**src/lcr_regs_fix_note.sv**
```systemverilog
`timescale 1ns/1ps
`default_nettype none
`default_nettype wire

```
**src/lcr_pkg.sv**
```systemverilog
// constants, types and register map of the serial link control registers
// assumes a 32-bit apb master; registers sit one per aligned word at four times their index
package lcr_pkg;

	localparam int unsigned LCR_DATA_W = 32;
	localparam int unsigned LCR_ADDR_W = 12;

	// register indices, byte address is four times the index
	localparam logic [9:0] LCR_IDX_ENABLE = 10'h200;
	localparam logic [9:0] LCR_IDX_MODE   = 10'h201;
	localparam logic [9:0] LCR_IDX_KM1    = 10'h202;
	localparam logic [9:0] LCR_IDX_SYNC   = 10'h203;
	localparam logic [9:0] LCR_IDX_FMT    = 10'h204;
	localparam logic [9:0] LCR_IDX_CAL    = 10'h210;
	localparam logic [9:0] LCR_IDX_STATUS = 10'h211;

	// reset values
	localparam logic [7:0] LCR_RST_ENABLE = 8'h01;
	localparam logic [7:0] LCR_RST_MODE   = 8'h00;
	localparam logic [7:0] LCR_RST_KM1    = 8'h1F;
	localparam logic [7:0] LCR_RST_SYNC   = 8'h01;
	localparam logic [7:0] LCR_RST_FMT    = 8'h03;
	localparam logic [7:0] LCR_RST_CAL    = 8'h00;

	// field layout
	localparam int unsigned LCR_EN_BIT     = 0;
	localparam int unsigned LCR_CAL_BIT    = 0;
	localparam int unsigned LCR_SYNC_BIT   = 0;
	localparam int unsigned LCR_MODE_W     = 6;
	localparam int unsigned LCR_FMT_W      = 5;
	localparam int unsigned LCR_SSEL_LSB   = 2;
	localparam int unsigned LCR_SSEL_W     = 2;
	localparam logic [1:0]  LCR_SSEL_SE    = 2'h0;
	localparam logic [1:0]  LCR_SSEL_TMSTP = 2'h1;
	localparam logic [1:0]  LCR_SSEL_NONE  = 2'h2;

	// status word layout
	localparam int unsigned LCR_ST_RUN_BIT  = 0;
	localparam int unsigned LCR_ST_SYNC_BIT = 1;
	localparam int unsigned LCR_ST_64B_BIT  = 2;
	localparam int unsigned LCR_ST_K_LSB    = 16;

	// multiframe length and mode table
	localparam int unsigned LCR_K_W     = 12;
	localparam logic [11:0] LCR_K_SCALE = 12'h100;
	localparam int unsigned LCR_MODES   = 64;
	localparam int unsigned LCR_E_W     = 4;
	localparam int unsigned LCR_F_W     = 5;
	localparam logic [63:0]  LCR_MODE_IS64_DEF = 64'h0;
	localparam logic [255:0] LCR_MODE_E_DEF    = {64{4'h1}};
	localparam logic [319:0] LCR_MODE_F_DEF    = {64{5'h01}};

	typedef enum logic [1:0] {
		LCR_ST_OFF  = 2'b00,
		LCR_ST_LOAD = 2'b01,
		LCR_ST_CALC = 2'b10,
		LCR_ST_RUN  = 2'b11
	} lcr_state_e;

endpackage

```
**src/lcr_mode_decode.sv**
```systemverilog
// per-mode lookup of link layer type and the e and f figures
// assumes the mode input is steady while the subsystem is enabled
`timescale 1ns/1ps
`default_nettype none
module lcr_mode_decode #(
	parameter int unsigned             MODES  = lcr_pkg::LCR_MODES,
	parameter int unsigned             E_W    = lcr_pkg::LCR_E_W,
	parameter int unsigned             F_W    = lcr_pkg::LCR_F_W,
	parameter logic [MODES-1:0]        IS64   = lcr_pkg::LCR_MODE_IS64_DEF,
	parameter logic [MODES*E_W-1:0]    E_TAB  = lcr_pkg::LCR_MODE_E_DEF,
	parameter logic [MODES*F_W-1:0]    F_TAB  = lcr_pkg::LCR_MODE_F_DEF
) (
	input  wire logic                  pclk,
	input  wire logic                  presetn,
	input  wire logic [5:0]            mode,
	output logic                       is_64b66b,
	output logic [E_W-1:0]             e_value,
	output logic [F_W-1:0]             f_value
);
	typedef struct packed {
		logic           is64;
		logic [E_W-1:0] e;
		logic [F_W-1:0] f;
	} lcr_dec_s;

	lcr_dec_s       dec_r;
	lcr_dec_s       dec_nxt;
	logic           is64_tab [MODES];
	logic [E_W-1:0] e_tab    [MODES];
	logic [F_W-1:0] f_tab    [MODES];

	for (genvar i = 0; i < MODES; i++) begin : g_tab
		assign is64_tab[i] = IS64[i];
		assign e_tab[i]    = E_TAB[i*E_W +: E_W];
		assign f_tab[i]    = F_TAB[i*F_W +: F_W];
	end

	always_comb begin
		dec_nxt.is64 = is64_tab[mode];
		dec_nxt.e    = e_tab[mode];
		dec_nxt.f    = f_tab[mode];
	end

	always_ff @(posedge pclk or negedge presetn) begin
		if (!presetn) begin
			dec_r <= '0;
		end else begin
			dec_r <= dec_nxt;
		end
	end

	assign is_64b66b = dec_r.is64;
	assign e_value   = dec_r.e;
	assign f_value   = dec_r.f;
endmodule
`default_nettype wire

```
**src/lcr_k_calc.sv**
```systemverilog
// effective frames per multiframe from the stored length or from e and f
// assumes inputs settle one cycle before the result is used
`timescale 1ns/1ps
`default_nettype none
module lcr_k_calc #(
	parameter int unsigned E_W = lcr_pkg::LCR_E_W,
	parameter int unsigned F_W = lcr_pkg::LCR_F_W,
	parameter int unsigned K_W = lcr_pkg::LCR_K_W
) (
	input  wire logic           pclk,
	input  wire logic           presetn,
	input  wire logic           is_64b66b,
	input  wire logic [E_W-1:0] e_value,
	input  wire logic [F_W-1:0] f_value,
	input  wire logic [7:0]     km1,
	output logic [K_W-1:0]      k_value
);
	typedef struct packed {
		logic [K_W-1:0] k;
	} lcr_kc_s;

	lcr_kc_s        kc_r;
	lcr_kc_s        kc_nxt;
	logic [K_W-1:0] scaled;

	always_comb begin
		scaled = K_W'(lcr_pkg::LCR_K_SCALE * K_W'(e_value));
		if (is_64b66b) begin
			// zero f is illegal in the table, fall back to no division
			kc_nxt.k = (f_value == '0) ? scaled : K_W'(scaled / K_W'(f_value)); // RL12
		end else begin
			kc_nxt.k = K_W'(km1) + K_W'(1); // RL10
		end
	end

	always_ff @(posedge pclk or negedge presetn) begin
		if (!presetn) begin
			kc_r <= '0;
		end else begin
			kc_r <= kc_nxt;
		end
	end

	assign k_value = kc_r.k;
endmodule
`default_nettype wire

```
**src/lcr_regs.sv**
```systemverilog
// apb register bank and bring-up control of the serial output subsystem
// assumes synchronous sync pins and a single 250 mhz pclk
// How it works
// RL1 - enable bit 0 switches the serial interface; resets to 1, enabled
// RL2 - while disabled, hold subsystem in reset and serializers powered down
// RL3 - while disabled, gate off subsystem clocks
// RL4 - while disabled, hold boundary counter in reset so sysref cannot align
// RL5 - host clears enable before changing other link configuration
// RL6 - host sets calibration enable before setting subsystem enable
// RL7 - host clears subsystem enable before clearing calibration enable
// RL8 - mode field is bits 5:0, bits 7:6 reserved, reset 0
// RL9 - host changes mode only while enable and calibration are both 0
// RL10 - length field holds k minus one; device uses stored value plus one
// RL11 - length field resets to 31, giving 32 frames
// RL12 - 64b/66b modes ignore length field and use 256 times e over f
// RL13 - host writes length field only while disabled
// RL14 - writing 0 to sync bit raises a sync request like the pin
// RL15 - software keeps sync bit at 1 normally; resets to 1
// RL16 - software sync request works whatever the source select holds
// RL17 - a stuck low pin keeps request unless select is 2; code also ignores the pins at select 3
// RL18 - software writes reserved bits as zero
// RL19 - select 2 ignores both pins, software bit alone requests
// RL20 - mode and length are applied when enable rises, bring-up from reset
//
// Register access over APB was chosen for this implementation.
`timescale 1ns/1ps
`default_nettype none
module lcr_regs (
	input  wire logic        pclk,
	input  wire logic        presetn,
	input  wire logic        psel,
	input  wire logic        penable,
	input  wire logic        pwrite,
	input  wire logic [11:0] paddr,
	input  wire logic [31:0] pwdata,
	input  wire logic [3:0]  pstrb,
	output logic [31:0]      prdata,
	output logic             pready,
	output logic             pslverr,
	input  wire logic        sync_pin_se_n,
	input  wire logic        sync_pin_tmstp_n,
	output logic             subsystem_reset_n,
	output logic             serdes_power_down,
	output logic             subsystem_clock_enable,
	output logic             boundary_counter_reset,
	output logic [5:0]       applied_output_mode,
	output logic             applied_is_64b66b,
	output logic [11:0]      effective_k,
	output logic             sync_request,
	output logic             calibration_enable,
	output logic [4:0]       link_format_control
);
	localparam logic [11:0] ADDR_ENABLE = {lcr_pkg::LCR_IDX_ENABLE, 2'b00};
	localparam logic [11:0] ADDR_MODE   = {lcr_pkg::LCR_IDX_MODE, 2'b00};
	localparam logic [11:0] ADDR_KM1    = {lcr_pkg::LCR_IDX_KM1, 2'b00};
	localparam logic [11:0] ADDR_SYNC   = {lcr_pkg::LCR_IDX_SYNC, 2'b00};
	localparam logic [11:0] ADDR_FMT    = {lcr_pkg::LCR_IDX_FMT, 2'b00};
	localparam logic [11:0] ADDR_CAL    = {lcr_pkg::LCR_IDX_CAL, 2'b00};
	localparam logic [11:0] ADDR_STATUS = {lcr_pkg::LCR_IDX_STATUS, 2'b00};

	typedef struct packed {
		logic                  en;
		logic [5:0]            mode;
		logic [7:0]            km1;
		logic                  sync_n;
		logic [4:0]            fmt;
		logic                  cal;
		lcr_pkg::lcr_state_e   state;
		logic [5:0]            mode_app;
		logic [7:0]            km1_app;
		logic [31:0]           rdata;
		logic                  ready;
		logic                  slverr;
		logic                  sync_req;
		logic                  sub_rst_n;
		logic                  pwr_down;
		logic                  clk_en;
		logic                  bnd_rst;
	} lcr_regs_s;

	lcr_regs_s   r_r;
	lcr_regs_s   r_nxt;
	logic        setup;
	logic        access;
	logic        wr_lane0;
	logic        hit;
	logic [31:0] rd_word;
	logic [1:0]  sync_sel;
	logic        pin_req;
	logic        dec_is64;
	logic [3:0]  dec_e;
	logic [4:0]  dec_f;
	logic [11:0] k_val;

	// the decoder reads only the applied mode, so a late host write cannot
	// disturb a running link
	lcr_mode_decode u_mode_decode (
		.pclk      (pclk),
		.presetn   (presetn),
		.mode      (r_r.mode_app),
		.is_64b66b (dec_is64),
		.e_value   (dec_e),
		.f_value   (dec_f)
	);

	lcr_k_calc u_k_calc (
		.pclk      (pclk),
		.presetn   (presetn),
		.is_64b66b (dec_is64),
		.e_value   (dec_e),
		.f_value   (dec_f),
		.km1       (r_r.km1_app),
		.k_value   (k_val)
	);

	assign setup    = psel && !penable;
	assign access   = psel && penable && r_r.ready;
	assign wr_lane0 = access && pwrite && pstrb[0];
	assign sync_sel = r_r.fmt[lcr_pkg::LCR_SSEL_LSB +: lcr_pkg::LCR_SSEL_W];

	always_comb begin
		hit = 1'b1;
		rd_word = '0;
		unique case (paddr)
			ADDR_ENABLE: begin
				rd_word[lcr_pkg::LCR_EN_BIT] = r_r.en;
			end
			ADDR_MODE: begin
				rd_word[5:0] = r_r.mode; // RL8
			end
			ADDR_KM1: begin
				rd_word[7:0] = r_r.km1;
			end
			ADDR_SYNC: begin
				rd_word[lcr_pkg::LCR_SYNC_BIT] = r_r.sync_n;
			end
			ADDR_FMT: begin
				rd_word[4:0] = r_r.fmt;
			end
			ADDR_CAL: begin
				rd_word[lcr_pkg::LCR_CAL_BIT] = r_r.cal;
			end
			ADDR_STATUS: begin
				rd_word[lcr_pkg::LCR_ST_RUN_BIT] = (r_r.state == lcr_pkg::LCR_ST_RUN);
				rd_word[lcr_pkg::LCR_ST_SYNC_BIT] = r_r.sync_req;
				rd_word[lcr_pkg::LCR_ST_64B_BIT] = dec_is64;
				rd_word[lcr_pkg::LCR_ST_K_LSB +: 12] = k_val;
			end
			default: begin
				hit = 1'b0;
			end
		endcase
	end

	// pin choice; select 3 is treated like 2 so no pin can hold a request
	always_comb begin
		unique case (sync_sel)
			lcr_pkg::LCR_SSEL_SE: begin
				pin_req = !sync_pin_se_n;
			end
			lcr_pkg::LCR_SSEL_TMSTP: begin
				pin_req = !sync_pin_tmstp_n;
			end
			default: begin
				pin_req = 1'b0; // RL19
			end
		endcase
	end

	always_comb begin
		r_nxt = r_r;

		// apb: answer one cycle after setup, data and error ready with pready
		r_nxt.ready = setup;
		if (setup) begin
			r_nxt.rdata  = pwrite ? '0 : rd_word;
			r_nxt.slverr = !hit;
		end else if (access) begin
			r_nxt.rdata  = '0;
			r_nxt.slverr = 1'b0;
		end

		// reserved bits are dropped on write and read back as zero
		if (wr_lane0 && hit) begin // RL18
			unique case (paddr)
				ADDR_ENABLE: begin
					r_nxt.en = pwdata[lcr_pkg::LCR_EN_BIT]; // RL1
				end
				ADDR_MODE: begin
					r_nxt.mode = pwdata[5:0]; // RL8
				end
				ADDR_KM1: begin
					r_nxt.km1 = pwdata[7:0]; // RL10
				end
				ADDR_SYNC: begin
					r_nxt.sync_n = pwdata[lcr_pkg::LCR_SYNC_BIT]; // RL14
				end
				ADDR_FMT: begin
					r_nxt.fmt = pwdata[4:0];
				end
				ADDR_CAL: begin
					r_nxt.cal = pwdata[lcr_pkg::LCR_CAL_BIT];
				end
				default: begin
					r_nxt.en = r_r.en;
				end
			endcase
		end

		// bring-up sequence; mode and length writes while enabled are kept but not applied
		unique case (r_r.state)
			lcr_pkg::LCR_ST_OFF: begin
				if (r_r.en) begin
					r_nxt.mode_app = r_r.mode; // RL20
					r_nxt.km1_app  = r_r.km1; // RL20
					r_nxt.state    = lcr_pkg::LCR_ST_LOAD;
				end
			end
			lcr_pkg::LCR_ST_LOAD: begin
				r_nxt.state = r_r.en ? lcr_pkg::LCR_ST_CALC : lcr_pkg::LCR_ST_OFF;
			end
			lcr_pkg::LCR_ST_CALC: begin
				r_nxt.state = r_r.en ? lcr_pkg::LCR_ST_RUN : lcr_pkg::LCR_ST_OFF;
			end
			lcr_pkg::LCR_ST_RUN: begin
				if (!r_r.en) begin
					r_nxt.state = lcr_pkg::LCR_ST_OFF; // RL5
				end
			end
		endcase

		// reset held until k is settled, so bring-up starts from known values
		r_nxt.sub_rst_n = (r_nxt.state == lcr_pkg::LCR_ST_RUN); // RL2
		// follows the state, so power-down and clock gate switch on one edge
		r_nxt.pwr_down  = (r_nxt.state == lcr_pkg::LCR_ST_OFF); // RL2
		r_nxt.clk_en    = (r_nxt.state != lcr_pkg::LCR_ST_OFF); // RL3
		r_nxt.bnd_rst   = (r_nxt.state != lcr_pkg::LCR_ST_RUN); // RL4

		// software bit requests in every select setting; a low pin still
		// wins unless the select ignores the pins
		r_nxt.sync_req = !r_r.sync_n || pin_req; // RL16 RL17
	end

	always_ff @(posedge pclk or negedge presetn) begin
		if (!presetn) begin
			r_r.en        <= lcr_pkg::LCR_RST_ENABLE[0]; // RL1
			r_r.mode      <= lcr_pkg::LCR_RST_MODE[5:0]; // RL8
			r_r.km1       <= lcr_pkg::LCR_RST_KM1; // RL11
			r_r.sync_n    <= lcr_pkg::LCR_RST_SYNC[0];
			r_r.fmt       <= lcr_pkg::LCR_RST_FMT[4:0];
			r_r.cal       <= lcr_pkg::LCR_RST_CAL[0];
			r_r.state     <= lcr_pkg::LCR_ST_OFF;
			r_r.mode_app  <= lcr_pkg::LCR_RST_MODE[5:0];
			r_r.km1_app   <= lcr_pkg::LCR_RST_KM1;
			r_r.rdata     <= '0;
			r_r.ready     <= 1'b0;
			r_r.slverr    <= 1'b0;
			r_r.sync_req  <= 1'b0;
			r_r.sub_rst_n <= 1'b0;
			r_r.pwr_down  <= 1'b1;
			r_r.clk_en    <= 1'b0;
			r_r.bnd_rst   <= 1'b1;
		end else begin
			r_r <= r_nxt;
		end
	end

	assign prdata                 = r_r.rdata;
	assign pready                 = r_r.ready;
	assign pslverr                = r_r.slverr;
	assign subsystem_reset_n      = r_r.sub_rst_n;
	assign serdes_power_down      = r_r.pwr_down;
	assign subsystem_clock_enable = r_r.clk_en;
	assign boundary_counter_reset = r_r.bnd_rst;
	assign applied_output_mode    = r_r.mode_app;
	assign applied_is_64b66b      = dec_is64;
	assign effective_k            = k_val;
	assign sync_request           = r_r.sync_req;
	assign calibration_enable     = r_r.cal;
	assign link_format_control    = r_r.fmt;
endmodule
`default_nettype wire

```
**config.mk**
```make
export PLATFORM = sky130hd
export DESIGN_NAME = lcr_regs
export DESIGN_NICKNAME = d
export VERILOG_FILES = /design/src/lcr_regs_fix_note.sv /design/src/lcr_pkg.sv /design/src/lcr_mode_decode.sv /design/src/lcr_k_calc.sv /design/src/lcr_regs.sv
export SDC_FILE = /design/constraint.sdc
export NUM_CORES = 1
export LEC_CHECK = 0
export ABC_AREA = 1
export ABC_CLOCK_PERIOD_IN_PS = 1700
export BUFFER_PORTS_ARGS = -buffer_cell sky130_fd_sc_hd__buf_2
export CAP_MARGIN = 10
export CELL_PAD_IN_SITES_DETAIL_PLACEMENT = 1
export CELL_PAD_IN_SITES_GLOBAL_PLACEMENT = 1
export CORE_MARGIN = 2
export CORE_UTILIZATION = 42
export DETAILED_ROUTE_END_ITERATION = 16
export PLACE_DENSITY = 0.9
export REMOVE_ABC_BUFFERS = 1
export SYNTH_ARGS = -nofsm -noshare
export SYNTH_HDL_FRONTEND = slang
export SYNTH_HIERARCHICAL = 1
export SYNTH_SLANG_ARGS = --single-unit
```
**constraint.sdc**
```tcl
create_clock -name pclk -period 1.7 [get_ports pclk]
set_input_delay 0.255 -clock pclk [delete_from_list [all_inputs] [get_ports pclk]]
set_output_delay 0.255 -clock pclk [all_outputs]
set_load 0.05 [all_outputs]
```
Yosys cells after proc, flatten, opt, wreduce, memory -nomap -nowiden
Memory sizes are Yosys's and may differ from the RTL's. A register that Yosys moved wholly into a read port is not among the register bits.
Cells that the tools add are included.
{ "word_totals": {"ff_bits": 89, "romBits": 640, "input_bits": 55, "output_inout_bits": 64, "wordCells": 86, "mem_count": 3} }
{ "memory_table": {"columns": ["memory", "words", "word_bits", "rd", "rd_clocked_by_memory_dff", "wr", "line_no", "text"], "rows": [
  ["(name not given)", 64, 5, 1, 1, 0, "lcr_mode_decode.sv:41", "dec_nxt.f = f_tab[mode];"],
  ["(name not given)", 64, 4, 1, 1, 0, "lcr_mode_decode.sv:40", "dec_nxt.e = e_tab[mode];"],
  ["(name not given)", 64, 1, 1, 1, 0, "lcr_mode_decode.sv:39", "dec_nxt.is64 = is64_tab[mode];"]
]} }
{ "op_classes": {"addsub": 1, "div_mod_pow": 1, "n_eq_ne": 13, "mux": 20, "bitwise": 1, "reduce_logical": 29} }
{ "op_table": {"columns": ["operator", "count"], "rows": [
  ["12-bit equality test, second input constant", 7],
  ["32-bit 2-to-1 mux", 2],
  ["12-bit 2-to-1 mux", 3],
  ["28-bit 2-to-1 mux", 1],
  ["16-bit 2-to-1 mux", 1],
  ["2-bit case mux with 4 select lines", 2],
  ["2-bit AND reduction", 7],
  ["12-bit by 5-bit divider with 12-bit output", 1],
  ["8-bit by 1-bit adder with 9-bit output, second input constant", 1],
  ["1-bit zero test", 8],
  ["2-bit 2-to-1 mux", 4],
  ["6-bit inverter with 7-bit output", 1],
  ["1-bit case mux with 7 select lines", 1],
  ["7-bit OR reduction", 1],
  ["2-bit equality test, second input constant", 3],
  ["1-bit logical AND", 6],
  ["2-bit zero test", 3],
  ["2-bit case mux with 3 select lines", 1],
  ["5-bit zero test", 1],
  ["2-bit by 1-bit equality test with 1-bit output, second input constant", 2],
  ["1-bit case mux with 2 select lines", 2],
  ["2-bit nonzero test", 2],
  ["1-bit 2-to-1 mux", 3],
  ["2-bit != test, second input constant", 1],
  ["1-bit logical OR", 1]
]} }

Logic depth before layout (Yosys ltp)
Gate-level depths: netlist of run 1.
{ "logic_depth": {"word_depth": 6, "mapped_depth": 115, "mapped_depth_nobuf": 112} }

Hierarchy
Netlist of run 1, hierarchy kept.
{ "modules_own_cells": {"columns": ["mod", "n_inst", "cells_per_inst", "area_each_um2"], "rows": [
  ["lcr_k_calc", 1, 593, 3595.9],
  ["lcr_regs", 1, 393, 3339.5],
  ["lcr_mode_decode", 1, 12, 100.1]
]} }

Worst setup path before layout of run 1
OpenSTA, ideal clock, no wires.
{ "synth_timing": {"path_type": "register to register", "start": "register r_r (netlist bit pready)", "end": "register r_r[70] in the netlist's numbering", "setup_ns": 0.132, "arrival_ns": 1.445, "required_ns": 1.568, "setup_slack_ns": 0.123, "path_stages_with_launch": 9, "n_path_buf": 1, "period_less_slack_ns": 1.577, "cell_sequence": "dfrtp_1 > nand2_1 > inv_1 > nand4_1 > inv_1 > nand4_1 > clkbuf_1 > nand2_1 > o21ai_0"} }
{ "synth_between": {"elab_chain_len": 5} }
{ "synth_lines": {"columns": ["item", "line_no", "text"], "rows": [
  ["from (decl)", "lcr_regs.sv:81", "lcr_regs_s r_r;"],
  ["from (signal assigned)", "lcr_regs.sv:264", "r_r <= r_nxt;"],
  ["1-bit logical AND", "lcr_regs.sv:117", "assign access = psel && penable && r_r.ready;"],
  ["1-bit logical AND (2 in a row)", "lcr_regs.sv:118", "assign wr_lane0 = access && pwrite && pstrb[0];"],
  ["1-bit logical AND", "lcr_regs.sv:184", "if (wr_lane0 && hit) begin"],
  ["2-bit AND reduction (no line)", null, null]
]} }
No other way between the ends.
A chain may end at the register's enable or synchronous reset.

==> run_results.csv, run 1 <==
group,metric,value,unit
run_status,status,"complete, no violations",
timing,rsz0062_at_grt,"false",
final_layout,final_cell_area,7800,um^2
synthesis,synth_mux_area_frac,0.0171,
synthesis,yosys_warnings,6,
routing,drc_errors,0,
timing,final.setup_skew,0.0137,ns
worst_setup_path,cp-startpoint,"r_r[39]",
worst_setup_path,reg2regPathDepth,9,
global_route,grt.overflow.total,0,
worst_setup_path,ff2ff_setup_slack,0.07,ns
synthesis,ys.flop_type,"dfrtp_1",
synthesis,ys_seq_area_frac,0.280,
floorplanning,die-area,17800,um^2
clock_tree,cts_tree,"yes",
final_layout,n_antenna_cell,0,
synthesis,synth-edff-count,0,
worst_hold_path,min_to,"r_r[63]",
worst_setup_path,endpoint_kind,"flip-flop",
routing,routed_wl,22800,um
synthesis,synth_cell_types,58,
clock_tree,h-tree-depth,3,
placement,place_congestion,0.832,
floorplanning,core,16500,um^2
worst_setup_path,start_kind,"flip-flop",
timing,setup_viol_count_final,0,
floorplanning,rows,47,
worst_hold_path,hp-start,"pwdata[1]",
timing,drv_slew,0,
clock_tree,clock_latency,0.35,ns
global_route,grt_pass1_wl,37400,um
global_route,grt_max_degree,55,
routing,vias_per_cell,5.47,
clock_tree,cts_sinks,78,
final_layout,drive_gt1_frac,0.218,
placement,io_buffers,78,
synthesis,synth_seq_cells,78,
routing,drt_iter0_markers,334,
placement,hpwl,16400,um
synthesis,synthXorXnorAreaFrac,0.0311,
routing,wl_per_cell,17.8,um
synthesis,netlist_instances,998,
timing,hold_viol,0,
clock_tree,clk_path_buf_depth,2,
routing,ant_nets,0,
worst_hold_path,holdPathStages,3,
worst_hold_path,min_path_type,"primary input to flip-flop",
final_layout,final_cell_mix,"nand2_1, inv_1, buf_2",
synthesis,syn_area_per_cell,7.05,um^2
worst_setup_path,rr_startpoint,"r_r[39]",
global_route,grtUsageTotal,0.261,
synthesis,synth_compound_area_frac,0.107,
timing,tightestPinTransition,0.774,ns
final_layout,layout.cells.non_filler,1280,
clock_tree,cts_root_buffer,"clkbuf_16",
worst_setup_path,crit_arrival,1.89,ns
synthesis,synth_area,7040,um^2
worst_setup_path,crit_type,"flip-flop to flip-flop",
synthesis,synth-simple-area-share,0.346,
timing,max_slew_margin,0.484,
final_layout,seqCellArea,1970,um^2
clock_tree,clk_pin_slew,0.07,ns
final_layout,multi_input_area,4220,um^2
synthesis,synth_top_family_by_area,"simple AND/OR/NAND/NOR gates",
timing,final.min_clock_period,1.63,ns
floorplanning,start_util,0.427,
floorplanning,die_y,133,um
final_layout,syn2layout_area_growth,10.9,%
routing,first_pass_iters,5,
routing,num_vias,7007,
final_layout,final_common_cell,"nand2_1",
clock_tree,cts_buffers,9,
global_route,antenna_found_initial,0,
worst_setup_path,r2r_end,"u_k_calc/k_value[8]",
worst_setup_path,worst-path-max-fanout,4,
global_route,grt_pass1_vias,7615,
final_layout,fillers,2131,
timing,tns,0,ns
timing,timing.final.crit_share,0.958,
placement,placedCellCount,1263,
synthesis,synthAdderAreaFrac,0.0811,
floorplanning,chipWidth,133,um
timing,fmax,0.614,GHz
placement,post_dp_cell_area,7440,um^2
synthesis,synthArstFlopShare,1.00,
final_layout,final_nets,1155,
flow_run,drv_cap,0,
worst_setup_path,cp.required,1.96,ns
floorplanning,io-pin-count,119,
[layout make-up]
type	instances	area share
inverter	134	0.0645
tap	220	0.0353
clock inverter	7	0.0104
sequential	78	0.253
timing repair buffer	94	0.0677
multi-input combinational	738	0.541
clock buffer	9	0.0289
[per-stage QoR]
stage / setup WS (ns) / hold WS (ns) / utilization
after floorplan: -0.0761 / -0.0406 / -
after global placement: 0.188 / 0.181 / 0.452
after detailed placement: 0.0557 / 0.189 / 0.452
after CTS: 0.0300 / 0.155 / 0.471
after global routing: 0.0207 / 0.159 / 0.474
final: 0.0716 / 0.161 / 0.474
[cell families after synthesis]
| kind of cell | after synthesis |
|---|---|
| multiplexers | 11 |
| buffers and inverters | 200 |
| other | 3 |
| XOR/XNOR | 25 |
| AND/OR/NAND/NOR | 507 |
| AO/OA/AOI/OAI | 129 |
| adder cells (fa/ha/maj) | 45 |
| flip-flops | 78 |
[synthesized netlist by cell type, types with 10 or more instances]
cell type,number,area [um^2]
a21oi_1,26,130
buf_4,52,390
clkbuf_1,11,41.3
dfrtp_1,62,1550
dfstp_2,16,420
ha_1,44,551
inv_1,119,447
inv_2,14,52.6
nand2_1,274,1030
nand2_2,24,150
nand3_1,65,325
nand4_1,27,169
nor2_1,62,233
nor2_4,10,113
o21ai_0,62,310
o21ai_1,10,50.1
xor2_1,19,166
[critical path, stage by stage (launching register included)]
cell and delay (ns):
dfstp_2 0.57, ha_4 0.14, nand2_2 0.07, nor2_4 0.13
inv_2 0.06, nor2_4 0.12, nand2_2 0.06, inv_2 0.07
nand2_2 0.06, o31ai_1 0.24
[sequential cells by signal, indices dropped and copies added, names as in the netlist]
| name | flops |
|---|---|
| subsystem_reset_n | 1 |
| prdata | 20 |
| pready | 1 |
| u_k_calc/k_value | 12 |
| applied_output_mode | 6 |
| u_mode_decode/f_value | 1 |
| calibration_enable | 1 |
| r_r | 26 |
| link_format_control | 5 |
| serdes_power_down | 1 |
| sync_request | 1 |
| boundary_counter_reset | 1 |
| subsystem_clock_enable | 1 |
| pslverr | 1 |
[metal layers]
layer	part of all wire	global-route usage	up-vias
met5	0	0	-
li1	-	-	3275
met3	0.045	0.0502	94
met1	0.40	0.294	3396
met4	0.048	0.148	0
met2	0.50	0.462	242
[how the worst max path moves through the flow]
stage	slack, ns	end	cells past startpoint
final	0.07	u_k_calc/k_value[8]	9
after global routing	0.02	u_k_calc/k_value[8]	9
after CTS	0.03	u_k_calc/k_value[6]	10
after detailed placement	0.06	link_format_control[2]	9
after global placement	0.19	u_k_calc/k_value[8]	9
after floorplan	-0.08	r_r[70]	7
[repair_timing]
action                     4_1_cts  5_1_grt
hold buffers                     1        0
setup endpoints to repair        1        2
pin swaps                        0        5
hold endpoints to repair        22        0
gates resized for setup          1       12
buffers inserted                 0        0
Power of run 1 is left out: the tool's default activity adds up to more than one toggle a clock period on the data nets, which glitch-free logic cannot reach.
==> run 2, diff against run 1 <==
- CTS_BUF_LIST: default -> sky130_fd_sc_hd__clkbuf_2
==> run 2 against run 1 <==
  * The run now ends with negative setup slack left
  * Design area decreased by 0.87%
  * Worst hold slack got worse by 0.058 ns
  * Die area unchanged
  * Worst setup slack lost 0.078 ns
  * Critical path type unchanged
  * Clock skew grew 0.034 ns
  * Clock-buffer cell count is the same
  * Via count grew 0.21%
  * Register-to-register slack got worse by 0.08 ns
  * Routed wire length is 1.7% lower
  * Non-clock buffer count rose by 13
==> run_results.csv, run 2 (synthesized netlist as in run 1, its figures left out) <==
group,metric,value,unit
timing,fmax,0.586,GHz
timing,drv_slew,0,
clock_tree,cts_tree,"yes",
routing,drc_errors,0,
final_layout,largest_reg_flops,26,
routing,num_vias,7022,
final_layout,syn2layout_area_growth,9.96,%
worst_setup_path,critical_path.top_delay_family,"simple AND/OR/NAND/NOR gates",
floorplanning,die-area,17800,um^2
routing,vias_per_cell,5.43,
floorplanning,core,16500,um^2
timing,final.min_clock_period,1.71,ns
worst_hold_path,min_path_type,"primary input to asynchronous set/reset pin",
worst_setup_path,max_stage_delay,0.61,ns
timing,hold_viol,0,
routing,first_pass_iters,5,
routing,routed_wl,22400,um
run_status,status,"finished, violations left",
timing,tightestPinTransition,0.775,ns
clock_tree,cts_sinks,78,
placement,placedCellCount,1263,
worst_setup_path,endpoint_kind,"flip-flop",
routing,drt_iter0_markers,411,
final_layout,layout.cells.non_filler,1294,
placement,place_congestion,0.832,
placement,io_buffers,78,
worst_setup_path,crit_chain,"ha_2, nand2_1, nor2_2, inv_1, nor2_2, nand2_1, inv_1, nand2_1, nand2_1, o22ai_1",
global_route,grt_pass1_wl,36100,um
worst_setup_path,crit_arrival,2.18,ns
floorplanning,die_y,133,um
timing,setup_ws,-0.00633,ns
placement,hpwl,16400,um
global_route,grt_max_degree,55,
final_layout,fillers,2152,
timing,max_slew_margin,0.483,
final_layout,final_cell_mix,"nand2_1, inv_1, buf_2",
timing,setup_viol_count_final,2,
global_route,grtUsageTotal,0.249,
flow_run,drv_cap,0,
worst_setup_path,start_kind,"flip-flop",
worst_setup_path,cp.required,2.17,ns
floorplanning,rows,47,
clock_tree,cts_root_buffer,"clkbuf_2",
final_layout,final_common_cell,"nand2_1",
final_layout,seqCellArea,1970,um^2
global_route,antenna_found_initial,2,
worst_setup_path,reg2regPathDepth,10,
floorplanning,start_util,0.427,
final_layout,regMostFlops,"r_r",
clock_tree,h-tree-depth,3,
clock_tree,cts_buffers,9,
worst_setup_path,ff2ff_setup_slack,-0.006,ns
final_layout,drive_gt1_frac,0.213,
timing,timing.final.crit_share,1.00,
worst_setup_path,cp_common_cell,"nand2_1",
global_route,grt_pass1_vias,7408,
clock_tree,clock_latency,0.56,ns
worst_setup_path,crit_type,"flip-flop to flip-flop",
timing,rsz0062_at_grt,"true",
global_route,grt.overflow.total,0,
worst_setup_path,worstSetupPathDepth,10,
worst_setup_path,r2r_end,"u_k_calc/k_value[6]",
worst_setup_path,cpMaxStageDelayCell,"dfstp_2",
worst_setup_path,path_buf_inv,2,
timing,final.setup_skew,0.0480,ns
final_layout,multi_input_area,4200,um^2
worst_setup_path,worst-path-max-fanout,4,
clock_tree,clk_path_buf_depth,2,
routing,wl_per_cell,17.3,um
floorplanning,chipWidth,133,um
clock_tree,clk_pin_slew,0.27,ns
run_status,violations,"negative setup slack",
worst_setup_path,rr_startpoint,"r_r[39]",
routing,ant_nets,0,
floorplanning,io-pin-count,119,
final_layout,final_nets,1168,
run 2: cell count changes in the layout (fill, tap and decap cells not counted), sizes merged:
| cell | delta |
|---|---|
| dlygate4sd3 | +11 |
| buf | +1 |
| diode | +1 |
| clkbuf | +1 |
run 2: how the worst max path moves through the flow:
| stage | startpoint | endpoint |
|---|---|---|
| floorplan | pready | r_r[70] |
| global placement | r_r[39] | u_k_calc/k_value[8] |
| detailed placement | paddr[10] | link_format_control[2] |
| CTS | r_r[39] | u_k_calc/k_value[8] |
| global route | r_r[39] | u_k_calc/k_value[6] |
| finish | r_r[39] | u_k_calc/k_value[6] |
run 2: routing by layer:
layer | track usage | up-vias | wire, um
li1 | - | 3308 | -
met1 | 0.298 | 3437 | 9330
met2 | 0.453 | 218 | 11400
met3 | 0.0327 | 59 | 1020
met4 | 0.0952 | 0 | 660
met5 | 0 | - | 0
run 2: final cells by class:
type | count | share of cell area
multi-input cells | 738 | 0.542
diodes | 1 | 0.000323
inverters | 134 | 0.0650
clock inverters | 7 | 0.0105
well taps | 220 | 0.0356
repair buffers | 107 | 0.0856
clock buffers | 9 | 0.00582
flip-flops and latches | 78 | 0.255
run 2: per-stage QoR:
step | TNS, ns | utilization | cell area [um^2] | hold WS, ns | setup slack [ns]
2_1_floorplan | -0.456 | - | 6650 | -0.0406 | -0.0761
3_3_place_gp | 0 | 0.452 | 7440 | 0.181 | 0.188
3_5_place_dp | 0 | 0.452 | 7440 | 0.189 | 0.0557
4_1_cts | 0 | 0.467 | 7690 | 0.00928 | 0.00566
5_1_grt | -0.0999 | 0.470 | 7740 | 0.0680 | -0.0562
6_report | -0.0123 | 0.470 | 7740 | 0.103 | -0.00633
run 2: timing repair:
item | in CTS | in global routing
resized for setup | 1 | 8
hold endpoints to repair | 87 | 0
setup endpoints to repair | 1 | 5
hold buffers | 12 | 0
gates cloned | 0 | 0
setup buffers | 0 | 2
Power of run 2 is left out for the same reason.
==> run 3, diff against run 2 <==
- SETUP_SLACK_MARGIN: default -> 0.02
==> run 3 against run 2 <==
  * Flip-flop and latch count unchanged
  * Register-to-register slack got worse by 0.09 ns
  * Design area increased by 0.58%
  * Critical path depth decreased by 1
  * First-iteration DRC count increased by 8.3%
  * Clock-buffer cell count unchanged
  * Cell count increased by 0.15%
  * Highest routed layer unchanged
  * Critical path type unchanged
  * The flow still finishes with violations (negative setup slack)
  * Non-clock buffer count increased by 1
  * Die area unchanged
  * Global-route usage decreased by 0.26 points
  * Sequential share of layout area decreased by 0.15 points
  * Utilization increased by 0.27 points
==> run_results.csv, run 3 (synthesized netlist as in run 1, its figures left out) <==
group,metric,value,unit
routing,drc_errors,0,
run_status,status,"finished, violations left",
routing,vias_per_cell,5.46,
global_route,grtUsageTotal,0.246,
routing,routed_wl,22900,um
timing,drv_slew,0,
global_route,grt_pass1_vias,7349,
global_route,grt.overflow.total,0,
flow_run,drv_cap,0,
routing,first_pass_iters,5,
floorplanning,die_y,133,um
routing,ant_nets,0,
final_layout,final_cell_area,7780,um^2
worst_setup_path,cp-startpoint,"r_r[40]",
floorplanning,die-area,17800,um^2
worst_setup_path,crit_arrival,2.26,ns
timing,max_slew_margin,0.474,
worst_setup_path,crit_chain,"ha_4, nand2_2, nor2_2, inv_1, nor2_2, nand2_1, inv_2, nor2_1, o22ai_1",
routing,routed.top_layer,"met4",
final_layout,largest_reg_flops,26,
timing,hold_viol,0,
final_layout,final_cell_mix,"nand2_1, inv_1, buf_2",
worst_hold_path,holdPathStages,4,
timing,worst_hold_slack,0.0519,ns
worst_setup_path,start_kind,"flip-flop",
routing,wl_met2,11400,um
final_layout,syn2layout_area_growth,10.6,%
timing,rsz0062_at_grt,"true",
clock_tree,cts_sinks,78,
placement,placedCellCount,1263,
timing,timing.final.crit_share,1.06,
placement,place_congestion,0.832,
placement,hpwl,16400,um
worst_hold_path,min_path_type,"primary input to flip-flop",
floorplanning,rows,47,
final_layout,regMostFlops,"r_r",
run_status,violations,"negative setup slack",
worst_setup_path,crit_type,"flip-flop to flip-flop",
clock_tree,h-tree-depth,3,
floorplanning,start_util,0.427,
timing,setup_ws,-0.0940,ns
worst_setup_path,reg2regPathDepth,9,
floorplanning,io-pin-count,119,
placement,io_buffers,78,
worst_setup_path,cpMaxStageDelayCell,"dfstp_2",
routing,num_vias,7073,
clock_tree,clk_path_buf_depth,2,
clock_tree,clk_pin_slew,0.26,ns
clock_tree,cts_buffers,9,
timing,tightestPinTransition,0.789,ns
worst_setup_path,max_stage_delay,0.63,ns
routing,wl_per_cell,17.7,um
clock_tree,cts_tree,"yes",
floorplanning,chipWidth,133,um
final_layout,final_nets,1169,
timing,final.setup_skew,0.0650,ns
timing,setup_viol_count_final,3,
worst_setup_path,cp.required,2.17,ns
global_route,antenna_found_initial,2,
worst_setup_path,ff2ff_setup_slack,-0.09,ns
routing,drt_iter0_markers,445,
clock_tree,cts_root_buffer,"clkbuf_2",
timing,tns,-0.173,ns
floorplanning,core,16500,um^2
clock_tree,clock_latency,0.58,ns
timing,final.min_clock_period,1.79,ns
worst_hold_path,hp-start,"penable",
worst_setup_path,crit_end,"u_k_calc/k_value[6]",
placement,post_dp_cell_area,7440,um^2
worst_setup_path,cp_common_cell,"nor2_2",
timing,fmax,0.557,GHz
worst_setup_path,endpoint_kind,"flip-flop",
final_layout,final_common_cell,"nand2_1",
global_route,grt_max_degree,55,
final_layout,layout.cells.non_filler,1296,
routing,met1_length,9360,um
worst_setup_path,rr_startpoint,"r_r[40]",
global_route,grt_pass1_wl,35700,um
worst_setup_path,r2r_end,"u_k_calc/k_value[6]",
final_layout,drive_gt1_frac,0.219,
routing,wl_met3,1220,um
worst_setup_path,worst-path-max-fanout,3,
==> run 3: final cells by class <==
cell class	instances	area [um^2]
Antenna cell	2	5.00
Clock buffer	9	45.0
Fill cell	2143	8680
Multi-Input combinational cell	738	4230
Clock inverter	7	81.3
Tap cell	220	275
Timing Repair Buffer	108	669
Sequential cell	78	1970
Inverter	134	503
==> run 3: layer usage <==
layer,vias up,global-route usage
met4,0,0.115
met3,82,0.0327
met2,259,0.440
met1,3423,0.292
li1,3309,-
met5,-,0
==> run 3: metrics by stage <==
stage | util | setup slack, ns
detailed placement | 0.452 | 0.0557
CTS | 0.468 | 0.0211
finish | 0.473 | -0.0940
floorplan | - | -0.0761
global route | 0.473 | -0.132
global placement | 0.452 | 0.188
==> run 3: critical path: cells and delay by family, from the launching register on <==
family          cells  cell delay, ns
fa+ha+maj           1            0.15
compound gates      1            0.23
flops               1            0.63
buf+inv             2            0.17
simple gates        5            0.54
==> run 3: worst min-delay path by stage <==
| stage | to | slack (ns) |
|---|---|---|
| 2_1_floorplan | applied_output_mode[0] | -0.04 |
| 4_1_cts | pready | 0.009 |
| 6_report | pslverr | 0.05 |
| 5_1_grt | pslverr | 0.04 |
| 3_5_place_dp | calibration_enable | 0.19 |
| 3_3_place_gp | calibration_enable | 0.18 |
==> run 3: repair_timing <==
item,4_1_cts,5_1_grt
setup endpoints to repair,3,6
setup buffers,1,2
hold buffers,12,0
pin swaps,0,4
resized for setup,1,17
endpoints found under the hold margin,87,0
gates cloned,0,0
Power of run 3 is left out for the same reason.
